`src/hw/bridge_window_consts.vh`:
```
// offsets, field positions, reset values and fixed codes of the window config registers
// assumes byte offsets into a dword-aligned configuration space
`ifndef BRIDGE_WINDOW_CONSTS_VH
`define BRIDGE_WINDOW_CONSTS_VH

`define OFS_PF_LIMIT       8'h24
`define OFS_PF_BASE_UPPER  8'h28
`define OFS_PF_LIMIT_UPPER 8'h2C
`define OFS_IO_UPPER       8'h30
`define OFS_CAP_PTR        8'h34
`define OFS_INT_LINE_PIN   8'h3C

`define PF_ADDR_CAP_POS    16
`define PF_ADDR_CAP_64     4'h1
`define PF_LIMIT_POS       20
`define PF_LIMIT_LOW_ONES  20'hF_FFFF
`define IO_LIMIT_POS       16
`define INT_PIN_POS        8
`define INT_PIN_NONE       8'h00
`define CAP_PTR_VALUE      8'hDC

`define RST_PF_LIMIT       12'h000
`define RST_UPPER32        32'h0000_0000
`define RST_UPPER16        16'h0000
`define RST_INT_LINE       8'h00

`endif

```
`src/hw/bridge_window_config_regs.v`:
```
// upper window, capability pointer and interrupt byte registers of the bridge config space
// assumes config cycles arrive already decoded to a dword-aligned byte offset on the primary clock;
// lower window halves other than the prefetch limit field come from the neighbouring config block
// forward decisions leave on flops, one cycle behind the address
`timescale 1ns/1ns
`include "bridge_window_consts.vh"
module bridge_window_config_regs (
   input  wire        clk_sys,         // primary clock
   input  wire        resetn,          // async reset, active low
   input  wire        cfg_wr,          // config write strobe, one cycle
   input  wire        cfg_rd,          // config read strobe, one cycle
   input  wire [7:0]  cfg_addr,        // config byte offset, dword aligned
   input  wire [3:0]  cfg_be,          // byte enables of write
   input  wire [31:0] cfg_wdata,       // write data
   output wire [31:0] cfg_rdata,       // read data, valid with cfg_rvalid
   output wire        cfg_rvalid,      // read answer, one cycle pulse
   input  wire [11:0] pf_base_low,     // prefetch base address 31:20
   input  wire [15:0] io_base_low,     // I/O base address 15:0
   input  wire [15:0] io_limit_low,    // I/O limit address 15:0
   input  wire [63:0] mem_addr,        // memory transaction address
   input  wire [31:0] io_addr,         // I/O transaction address
   output wire        mem_forward,     // memory address falls in prefetch window
   output wire        io_forward       // I/O address falls in I/O window
);

   reg  [11:0] pf_limit_ff;
   reg  [31:0] pf_base_upper_ff;
   reg  [31:0] pf_limit_upper_ff;
   reg  [15:0] io_base_upper_ff;
   reg  [15:0] io_limit_upper_ff;
   reg  [7:0]  int_line_ff;
   reg  [31:0] rdata_ff;
   reg  [31:0] nxt_rdata;
   reg         rvalid_ff;
   reg         mem_forward_ff;
   reg         io_forward_ff;

   // bit positions of the one-hot register select
   localparam SEL_PF_LIMIT = 0;
   localparam SEL_PF_BUP   = 1;
   localparam SEL_PF_LUP   = 2;
   localparam SEL_IO_UP    = 3;
   localparam SEL_CAP_PTR  = 4;
   localparam SEL_INT      = 5;

   wire [5:0]  sel;
   wire [5:0]  wr_hit;
   wire        mem_hit;
   wire        io_hit;
   // assembled full-width window edges
   wire [63:0] pf_base_full;
   wire [63:0] pf_limit_full;
   wire [31:0] io_base_full;
   wire [31:0] io_limit_full;

   // merge byte-enabled write data over the old word
   function [31:0] merge;
      input [31:0] old;
      input [31:0] wd;
      input [3:0]  be;
      integer      i;
      begin
         merge = old;
         for (i = 0; i < 4; i = i + 1)
            if (be[i])
               merge[i*8 +: 8] = wd[i*8 +: 8];
      end
   endfunction

   wire [31:0] w_pf_limit = merge({pf_limit_ff, 20'h0_0000}, cfg_wdata, cfg_be);
   wire [31:0] w_pf_bup   = merge(pf_base_upper_ff, cfg_wdata, cfg_be);
   wire [31:0] w_pf_lup   = merge(pf_limit_upper_ff, cfg_wdata, cfg_be);
   wire [31:0] w_io_up    = merge({io_limit_upper_ff, io_base_upper_ff}, cfg_wdata, cfg_be);
   wire [31:0] w_int      = merge({24'h00_0000, int_line_ff}, cfg_wdata, cfg_be);

   // register decode, shared by the write enables and the read mux
   function [5:0] reg_select;
      input [7:0] ofs;
      begin
         case (ofs)
            `OFS_PF_LIMIT:       reg_select = 6'h01;
            `OFS_PF_BASE_UPPER:  reg_select = 6'h02;
            `OFS_PF_LIMIT_UPPER: reg_select = 6'h04;
            `OFS_IO_UPPER:       reg_select = 6'h08;
            `OFS_CAP_PTR:        reg_select = 6'h10;
            `OFS_INT_LINE_PIN:   reg_select = 6'h20;
            default:             reg_select = 6'h00;
         endcase
      end
   endfunction

   assign sel    = reg_select(cfg_addr);
   assign wr_hit = cfg_wr ? sel : 6'h00;

   // one block per register keeps each reset and write enable easy to audit
   always @(posedge clk_sys or negedge resetn)
   begin
      if (!resetn)
         pf_limit_ff <= `RST_PF_LIMIT;
      else if (wr_hit[SEL_PF_LIMIT])
         pf_limit_ff <= w_pf_limit[31:`PF_LIMIT_POS];
   end

   always @(posedge clk_sys or negedge resetn)
   begin
      if (!resetn)
         pf_base_upper_ff <= `RST_UPPER32;
      else if (wr_hit[SEL_PF_BUP])
         pf_base_upper_ff <= w_pf_bup;
   end

   always @(posedge clk_sys or negedge resetn)
   begin
      if (!resetn)
         pf_limit_upper_ff <= `RST_UPPER32;
      else if (wr_hit[SEL_PF_LUP])
         pf_limit_upper_ff <= w_pf_lup;
   end

   always @(posedge clk_sys or negedge resetn)
   begin
      if (!resetn)
         io_base_upper_ff <= `RST_UPPER16;
      else if (wr_hit[SEL_IO_UP])
         io_base_upper_ff <= w_io_up[15:0];
   end

   always @(posedge clk_sys or negedge resetn)
   begin
      if (!resetn)
         io_limit_upper_ff <= `RST_UPPER16;
      else if (wr_hit[SEL_IO_UP])
         io_limit_upper_ff <= w_io_up[31:`IO_LIMIT_POS];
   end

   // pin byte and bridge control half are never stored here
   always @(posedge clk_sys or negedge resetn)
   begin
      if (!resetn)
         int_line_ff <= `RST_INT_LINE;
      else if (wr_hit[SEL_INT])
         int_line_ff <= w_int[7:0];
   end

   // read words as software sees them; low half of 24h is the base register,
   // owned elsewhere, so it reads zero from this block
   wire [31:0] rd_pf_limit = {pf_limit_ff, `PF_ADDR_CAP_64, 16'h0000};
   wire [31:0] rd_io_up    = {io_limit_upper_ff, io_base_upper_ff};
   wire [31:0] rd_cap_ptr  = {24'h00_0000, `CAP_PTR_VALUE};
   wire [31:0] rd_int      = {16'h0000, `INT_PIN_NONE, int_line_ff};

   always @*
   begin
      case (sel)
         6'h01:   nxt_rdata = rd_pf_limit;
         6'h02:   nxt_rdata = pf_base_upper_ff;
         6'h04:   nxt_rdata = pf_limit_upper_ff;
         6'h08:   nxt_rdata = rd_io_up;
         6'h10:   nxt_rdata = rd_cap_ptr;
         6'h20:   nxt_rdata = rd_int;
         default:             nxt_rdata = 32'h0000_0000;
      endcase
   end

   always @(posedge clk_sys or negedge resetn)
   begin
      if (!resetn)
      begin
         rdata_ff  <= 32'h0000_0000;
         rvalid_ff <= 1'b0;
      end
      else
      begin
         rvalid_ff <= cfg_rd;
         if (cfg_rd)
            rdata_ff <= nxt_rdata;
      end
   end

   // registered so the decisions leave on clean flop outputs
   always @(posedge clk_sys or negedge resetn)
   begin
      if (!resetn)
         mem_forward_ff <= 1'h0;
      else
         mem_forward_ff <= mem_hit;
   end

   always @(posedge clk_sys or negedge resetn)
   begin
      if (!resetn)
         io_forward_ff <= 1'h0;
      else
         io_forward_ff <= io_hit;
   end

   assign cfg_rdata   = rdata_ff;
   assign cfg_rvalid  = rvalid_ff;
   assign mem_forward = mem_forward_ff;
   assign io_forward  = io_forward_ff;

   assign pf_base_full  = {pf_base_upper_ff, pf_base_low, 20'h0_0000};
   assign pf_limit_full = {pf_limit_upper_ff, pf_limit_ff, `PF_LIMIT_LOW_ONES};
   assign io_base_full  = {io_base_upper_ff, io_base_low};
   assign io_limit_full = {io_limit_upper_ff, io_limit_low};

   window_match #(
      .AW(64)
   ) u_pf_match (
      .addr  (mem_addr),
      .base  (pf_base_full),
      .limit (pf_limit_full),
      .hit   (mem_hit)
   );

   window_match #(
      .AW(32)
   ) u_io_match (
      .addr  (io_addr),
      .base  (io_base_full),
      .limit (io_limit_full),
      .hit   (io_hit)
   );

endmodule // bridge_window_config_regs

```
`src/hw/window_match.v`:
```
// inclusive address window compare
// assumes base and limit are full-width addresses already assembled by the caller
`timescale 1ns/1ns
module window_match #(
   parameter AW = 32
) (
   input  wire [AW-1:0] addr,       // address under test
   input  wire [AW-1:0] base,       // lowest address inside window
   input  wire [AW-1:0] limit,      // highest address inside window
   output wire          hit         // address inside window
);

   assign hit = (addr >= base) && (addr <= limit);

endmodule // window_match

```
`config.mk`:
```
export PLATFORM = sky130hd
export DESIGN_NAME = bridge_window_config_regs
export DESIGN_NICKNAME = d
export VERILOG_FILES = /design/src/hw/bridge_window_config_regs.v /design/src/hw/window_match.v
export VERILOG_INCLUDE_DIRS = /design/src /design/src/hw
export SDC_FILE = /design/constraint.sdc
export NUM_CORES = 1
export LEC_CHECK = 0
export ABC_AREA = 0
export ABC_CLOCK_PERIOD_IN_PS = 4900
export BUFFER_PORTS_ARGS = -buffer_cell sky130_fd_sc_hd__buf_2
export CAP_MARGIN = 0
export CELL_PAD_IN_SITES_DETAIL_PLACEMENT = 1
export CELL_PAD_IN_SITES_GLOBAL_PLACEMENT = 1
export CORE_MARGIN = 8
export CORE_UTILIZATION = 45
export DETAILED_ROUTE_END_ITERATION = 8
export PLACE_DENSITY = 0.95
export SETUP_SLACK_MARGIN = 0.5
export SLEW_MARGIN = 25
export SYNTH_ARGS = -nofsm -noshare
export SYNTH_HDL_FRONTEND = slang
export SYNTH_SLANG_ARGS = --single-unit
```
`constraint.sdc`:
```
create_clock -name clk_sys -period 4.9 [get_ports clk_sys]
set_input_delay 0.735 -clock clk_sys [delete_from_list [all_inputs] [get_ports clk_sys]]
set_output_delay 0.735 -clock clk_sys [all_outputs]
set_load 0.01 [all_outputs]
```
==> out/metrics.cfg, run 1 <==
[timing]
max_slew_margin = 0.349
final.setup.tns_ns = 0
slew_violations = 0
fin_crit_sh = 0.561
tightest_slew_ns = 0.973
hold_viol_final = 0
min_period_ns = 2.75
setup_viol = 0
fmax_ghz = 0.364
rsz0062_at_grt = no
finalClockSkew_ns = 0.00973
layout_setup_ws_ns = 2.15

[critical_path]
crit_type = primary input to flop
endpoint_kind = flop
r2r_setup_slack_ns = 2.23
worstReg2RegStart = io_base_upper_ff[14]
ff2ff_path_depth = 8
worstPathMaxFanout = 20
startpoint_type = primary input
arrival_ns = 3.10
timing.rr.end = io_forward
cp.required_ns = 5.25

[clock_network]
clockBufferDepth = 2
clk_pin_slew_ns = 0.06
insertion_delay_ns = 0.44
postCtsSetupBuffers = 0
numClockSinks = 151
cts_hold_buf = 0
htreeDepth = 4
root_buffer = clkbuf_16
cts_tree = yes
numCtsBuffers = 17
cts_resized = 0

[layout]
drive_above_1_share = 0.209
fillers = 2633
layout.nets = 1662
final_cell_mix = 221 x buf_2, 185 x inv_1, 152 x ha_1, 151 x dfrtp_1, 141 x nand2_1
mostFrequentLayoutCell = buf_2
area.growth.synth_to_final_pct = 19.1
fin_cells = 1620

[yosys]
ys_seq_elements = 151
ys.flop_type = dfrtp_1
ys_types = 54
synthArstFlopShare = 1.00
synth_edf_count = 0
syn_area_per_cell_um2 = 8.95
synth_cells = 1120
synth_area_um2 = 10000
ys_seq_area_frac = 0.377
synth_nets = 1460
ys_warn_count = 0

[drt]
first_pass_iters = 7
wirelength_um = 38000
drcViolationCount = 0
drt-initial-drc-count = 768
dr_total_vias = 9780
ant_nets = 0
vias_per_cell = 6.04
wire_per_inst_um = 23.5

[global_routing]
grt_pass1_wl_um = 58600
antenna_found_initial = 7
grtUsageTotal = 0.280
grt_max_degree = 66
grt_pass1_vias = 10900
grt_overflow = 0

[pwr]
p_seq_frac = 0.400
leakage_nw = 6.37
power.density_nw_per_um2 = 277
ir_worst_vdd_v = 0.000237
power.internal_mw = 2.43
comb_power_share = 0.144
p_sw_mw = 0.884
p_sw_frac = 0.267
clockPowerShare = 0.456

[place]
dp_hpwl_um = 28400
gp_congestion = 0.899
portBuffers = 222
dp_cells = 1583
place_ws_ns = 1.77

[floorplan]
die_h_um = 165
design.core.area_um2 = 21800
dieArea_um2 = 27300
start_util = 0.459
fp-row-count = 54
die_w_um = 165
io_pins = 223

[run]
cap_viol_max_count = 0

[run_status]
status = complete, no violations

[hold_path]
min_path_type = primary input to asynchronous set/reset pin

## synthesized netlist by cell type (2+ instances only)
library cell	instances	area, um2
buf_6	8	90.1
nor3_1	8	40.0
a2111oi_0	2	17.5
o21ai_1	8	40.0
and3_1	16	100
ha_1	152	1900
o211ai_1	4	30.0
nand4_1	27	169
a211o_1	2	17.5
nand3_1	7	35.0
clkbuf_1	12	45.0
a221oi_1	29	254
nor2_1	24	90.1
mux2_2	8	90.1
a222oi_1	11	110
a21o_1	18	135
inv_1	185	694
nor2b_1	2	12.5
o21a_1	8	60.1
and4_1	7	61.3
o2111ai_1	2	17.5
o21ai_0	118	591
a21oi_1	52	260
buf_2	20	100
dfrtp_1	151	3780
a211oi_1	6	45.0
a22o_1	15	131
nor4_1	7	43.8
buf_4	7	52.6
or4_1	5	37.5
nand2b_1	3	18.8
o22ai_1	33	206
nand2_1	141	529
a221o_1	2	20.0
## layer usage
| metal | wire (um) | global-route usage | vias to the layer above |
|---|---|---|---|
| met5 | 0 | 0 | - |
| met1 | 14400 | 0.326 | 4779 |
| met2 | 18700 | 0.477 | 511 |
| met4 | 1720 | 0.147 | 0 |
| li1 | - | - | 4371 |
| met3 | 3190 | 0.0600 | 119 |
## sequential cells by signal (all words and copies together), names as in the netlist
register,count
io_base_upper_ff,16
int_line_ff,8
io_forward,1
cfg_rdata,32
mem_forward,1
pf_limit_ff,12
pf_limit_upper_ff,32
cfg_rvalid,1
io_limit_upper_ff,16
pf_base_upper_ff,32
## layout make-up
type                    instances  area [um2]  share of cell area
multi-input cells             736        5260               0.441
flip-flops and latches        151        3780               0.316
repair buffers                231        1180              0.0992
inverters                     185         694              0.0581
clock buffers                  17         425              0.0356
well taps                     280         350              0.0293
clock inverters                13         229              0.0192
diodes                          7        17.5             0.00147
## critical path, cell delays in order
cell and delay [ns]:
buf_2 0.12, nor4_4 0.33, nand2_2 0.15, nor3_4 0.81, and3_1 0.66, nand2_1 0.17
o21ai_0 0.12
## power groups by stage
stage | clock network (mW) | logic [mW] | registers, mW
after floorplan | 0 | 0.224 | 1.33
after global placement | 0 | 0.421 | 1.34
after detailed placement | 0 | 0.457 | 1.34
after CTS | 1.51 | 0.471 | 1.32
after global routing | 1.56 | 0.530 | 1.33
final | 1.51 | 0.476 | 1.32
## how the worst max path moves through the flow
stage,startpoint,end,slack (ns)
2_1_floorplan,pf_base_low[2],mem_forward,2.52
6_report,cfg_addr[1],pf_base_upper_ff[3],2.15
3_3_place_gp,cfg_addr[1],pf_base_upper_ff[0],1.93
3_5_place_dp,cfg_addr[1],pf_base_upper_ff[2],1.77
4_1_cts,cfg_addr[1],pf_limit_upper_ff[14],2.18
5_1_grt,cfg_addr[1],pf_limit_upper_ff[14],2.00
## logic make-up (layout without fill, tap and decap cells)
| logic type | count (synthesis) | in the layout | share of synthesized area |
|---|---|---|---|
| AOI/OAI and AO/OA | 316 | 316 | 0.198 |
| muxes | 8 | 8 | 0.00899 |
| adders and majority gates | 152 | 152 | 0.190 |
| DFF | 151 | 151 | 0.377 |
| buffers and inverters | 233 | 446 | 0.0984 |
| other | 0 | 7 | 0 |
| and+or+nand+nor | 260 | 260 | 0.128 |
## stage by stage
step / hold slack (ns) / util / power, mW / instance area [um2]
2_1_floorplan: 0.439 / - / 1.56 / 10000
3_3_place_gp: 0.492 / 0.516 / 1.76 / 11300
4_1_cts: 0.303 / 0.546 / 3.31 / 11900
3_5_place_dp: 0.502 / 0.516 / 1.80 / 11300
5_1_grt: 0.337 / 0.547 / 3.42 / 11900
6_report: 0.291 / 0.547 / 3.31 / 11900
Note: power is estimated with default switching activity, not from simulation.
==> run 2, diff against run 1 <==
- ABC_CLOCK_PERIOD_IN_PS: 4900 -> 2400
- CORE_UTILIZATION: 45 -> 37
- PLACE_DENSITY: 0.95 -> 0.87
- clock period: 4.9 -> 2.4 ns (I/O delays scaled with it)
==> out/metrics.cfg, run 2 (same netlist as run 1, synthesis figures left out) <==
[layout]
fillers = 3113
area.growth.synth_to_final_pct = 30.5
fin_cells = 1756
drive_above_1_share = 0.300
final_util = 0.488
mostFrequentLayoutCell = buf_2
final_area_um2 = 13100
layout.nets = 1736
final_cell_mix = 221 x buf_2, 170 x inv_1, 151 x dfrtp_1, 140 x nand2_1, 131 x ha_1

[global_routing]
grt_max_degree = 49
grt_overflow = 0
grt_pass1_wl_um = 60100
grt_pass1_vias = 11100
grtUsageTotal = 0.232
antenna_found_initial = 7

[place]
place_ws_ns = 0.0702
dp_hpwl_um = 29900
place_area_um2 = 11700
dp_cells = 1681
portBuffers = 222
gp_congestion = 0.919

[pwr]
leakage_nw = 6.76
ir_worst_vdd_v = 0.000558
power_mw = 6.76
power.density_nw_per_um2 = 516

[clock_network]
clockBufferDepth = 2
htreeDepth = 4
cts_tree = yes
numCtsBuffers = 17
clk_pin_slew_ns = 0.07
numClockSinks = 151
root_buffer = clkbuf_16
insertion_delay_ns = 0.44

[critical_path]
worstPathMaxFanout = 2
crit_type = flop to flop
arrival_ns = 2.50
cp.required_ns = 2.74
startpoint_type = flop
cp_slowest_cell = dfrtp_1
path_cells = inv_2 -> ha_1 -> nand4_1 -> nor3_2 -> buf_4 -> nor4b_4 -> o2111ai_2 -> o211a_1 -> a311oi_2
endpoint_kind = flop
critical-path-max-stage-delay_ns = 0.38

[drt]
ant_nets = 0
dr_total_vias = 9908
vias_per_cell = 5.64
drcViolationCount = 0
first_pass_iters = 8
drt-initial-drc-count = 602
wire_per_inst_um = 22.4
wirelength_um = 39300

[timing]
holdWs_ns = 0.164
max_slew_margin = 0.562
final.setup.tns_ns = 0
fin_crit_sh = 0.899
tightest_slew_ns = 0.657
setup_viol = 0
finalClockSkew_ns = 0.0122
hold_viol_final = 0
rsz0062_at_grt = yes
slew_violations = 0
layout_setup_ws_ns = 0.243
fmax_ghz = 0.464
min_period_ns = 2.16

[floorplan]
fp-row-count = 60
die_h_um = 181
start_util = 0.374
dieArea_um2 = 32600
design.core.area_um2 = 26800
die_w_um = 181
io_pins = 223

[run_status]
status = complete, no violations

[run]
cap_viol_max_count = 0

[hold_path]
min_path_type = primary input to flop

## run 2: layout make-up
type | count | area, um2 | share of cell area
diodes | 6 | 15.0 | 0.00115
clock buffers | 18 | 429 | 0.0328
clock inverters | 14 | 199 | 0.0152
inverters | 185 | 694 | 0.0531
multi-input cells | 736 | 5740 | 0.438
flip-flops and latches | 151 | 3780 | 0.289
well taps | 341 | 427 | 0.0326
repair buffers | 305 | 1810 | 0.138
## run 2: final timing paths
path | cells after the start | slack (ns) | start | endpoint
max in group asynchronous | 3 | 1.28 | resetn | pf_base_upper_ff[31]
min in group asynchronous | 2 | 0.45 | resetn | cfg_rdata[4]
max reg2reg | 9 | 0.24 | io_base_upper_ff[8] | io_forward
min | 3 | 0.16 | cfg_wdata[9] | io_base_upper_ff[9]
min reg2reg | 1 | 0.52 | int_line_ff[2] | int_line_ff[2]
max | 9 | 0.24 | io_base_upper_ff[8] | io_forward
## run 2: report_power, final
| group | switching [mW] | total, mW | internal, mW |
|---|---|---|---|
| Combinational | 0.650 | 1.13 | 0.476 |
| Clock | 1.18 | 2.93 | 1.75 |
| Sequential | 0.0606 | 2.70 | 2.64 |
## run 2: repair_timing
action                     in CTS  in global routing
hold buffers                    1                  0
gates resized for setup        22                 53
hold endpoints to repair       44                  0
setup buffers                  11                 25
setup endpoints to repair       2                 13
pin swaps                       8                 38
## run 2: per-layer routing
layer / track usage / part of all wire / vias up
met5: 0 / 0.00020 / -
met4: 0.0899 / 0.034 / 2
met3: 0.0548 / 0.059 / 89
met2: 0.407 / 0.51 / 360
met1: 0.269 / 0.40 / 4942
li1: - / - / 4515
## run 2: worst max-delay path: cells and delay by family, from the launching register on
family | cells | cell delay, ns
buffers and inverters | 2 | 0.20
adders and majority gates | 1 | 0.29
AOI/OAI and AO/OA | 3 | 0.62
DFF | 1 | 0.38
and+or+nand+nor | 3 | 0.58
==> run 3, diff against run 2 <==
- PLACE_DENSITY: 0.87 -> 0.76
==> out/metrics.cfg, run 3 (same netlist as run 1, synthesis figures left out) <==
[critical_path]
path_cells = inv_1 -> ha_1 -> nand4_1 -> buf_4 -> nor4_4 -> and3_4 -> or3_1 -> o22ai_1 -> a311oi_2
cp_slowest_cell = dfrtp_1
startpoint_type = flop
endpoint_kind = flop
arrival_ns = 2.38
critical-path-max-stage-delay_ns = 0.38
crit_type = flop to flop
cp.required_ns = 2.73
worstPathMaxFanout = 3

[layout]
final_cell_mix = 221 x buf_2, 167 x inv_1, 151 x dfrtp_1, 139 x nand2_1, 133 x ha_1
layout.nets = 1743
area.growth.synth_to_final_pct = 30.4
drive_above_1_share = 0.307
mostFrequentLayoutCell = buf_2
fin_cells = 1759
final_area_um2 = 13100

[clock_network]
root_buffer = clkbuf_16
insertion_delay_ns = 0.43
cts_tree = yes
clockBufferDepth = 2
numClockSinks = 151
numCtsBuffers = 17
clk_pin_slew_ns = 0.06
htreeDepth = 4

[global_routing]
grt_pass1_wl_um = 56600
grtUsageMet1 = 0.263
grt_pass1_vias = 10700
grtUsageMet3 = 0.0516
antenna_found_initial = 4
grt_max_degree = 48
grt_overflow = 0
busiest_layer = met2
grtUsageTotal = 0.218
grt_util_met2 = 0.384

[run_status]
status = complete, no violations

[drt]
drcViolationCount = 0
ant_nets = 0
wirelength_um = 35900
drt-initial-drc-count = 567
vias_per_cell = 5.45
first_pass_iters = 6
dr_total_vias = 9580
wire_per_inst_um = 20.4

[timing]
min_period_ns = 2.05
slew_violations = 0
setup_viol = 0
fmax_ghz = 0.488
rsz0062_at_grt = yes
final.setup.tns_ns = 0
fin_crit_sh = 0.854
max_slew_margin = 0.550
holdWs_ns = 0.170
hold_viol_final = 0
tightest_slew_ns = 0.668
finalClockSkew_ns = 0.0146

[place]
place_area_um2 = 11700
portBuffers = 222
dp_cells = 1676
dp_hpwl_um = 28500
gp_congestion = 0.860

[floorplan]
io_pins = 223
die_h_um = 181
die_w_um = 181
fp-row-count = 60
start_util = 0.374
dieArea_um2 = 32600
design.core.area_um2 = 26800

[pwr]
comb_power_share = 0.172
p_sw_mw = 1.86
power.density_nw_per_um2 = 486
p_sw_frac = 0.293
clockPowerShare = 0.404
p_seq_frac = 0.424
power.internal_mw = 4.49
power_mw = 6.35
leakage_nw = 6.77
ir_worst_vdd_v = 0.000488

[run]
cap_viol_max_count = 0

[hold_path]
min_path_type = primary input to flop

==> run 3: final timing paths <==
path                                        from                   end  slack, ns  cells after the start
max                        io_limit_upper_ff[11]            io_forward       0.35                      9
min                                 cfg_wdata[9]  pf_limit_upper_ff[9]       0.17                      3
min in group asynchronous                 resetn        int_line_ff[3]       0.43                      2
max in group asynchronous                 resetn  pf_base_upper_ff[15]       1.32                      3
min reg2reg                       int_line_ff[5]        int_line_ff[5]       0.51                      1
max reg2reg                io_limit_upper_ff[11]            io_forward       0.35                      9
==> run 3: power by group through the flow <==
stage	registers, mW	clock network, mW	logic, mW
floorplan	2.72	0	0.460
global placement	2.73	0	0.898
detailed placement	2.74	0	0.943
CTS	2.69	2.62	1.01
global route	2.71	2.70	1.23
finish	2.69	2.57	1.09
==> run 3: timing repair <==
action	in CTS	in global routing
hold endpoints to repair	43	0
hold buffers	1	0
gates resized for setup	32	63
pin swaps	17	27
endpoints found under the setup margin	2	58
setup buffers	27	21
==> run 3: area by class of cell <==
class / instances / area, um2
Fill cell: 3148 / 13700
Timing Repair Buffer: 312 / 1890
Antenna cell: 2 / 5.00
Inverter: 185 / 694
Clock buffer: 18 / 439
Tap cell: 341 / 427
Sequential cell: 151 / 3780
Clock inverter: 14 / 115
Multi-Input combinational cell: 736 / 5730
==> run 3: per-stage QoR <==
step / worst slack, ns / utilization
floorplan: 0.500 / -
global placement: 0.0569 / 0.435
CTS: 0.336 / 0.470
detailed placement: 0.0186 / 0.435
finish: 0.350 / 0.488
global route: 0.213 / 0.488
==> run 3: critical path, delay by kind of cell, from the launching register on <==
| kind | cells | cell delay (ns) |
|---|---|---|
| adder cells (fa/ha/maj) | 1 | 0.31 |
| AND/OR/NAND/NOR | 4 | 0.72 |
| flip-flops | 1 | 0.38 |
| AO/OA/AOI/OAI | 2 | 0.29 |
| buffers and inverters | 2 | 0.24 |
==> run 3: per-layer routing <==
layer	up-vias	wire length [um]
li1	4519	-
met1	4767	15300
met2	257	18200
met3	33	1940
met4	4	509
met5	-	23
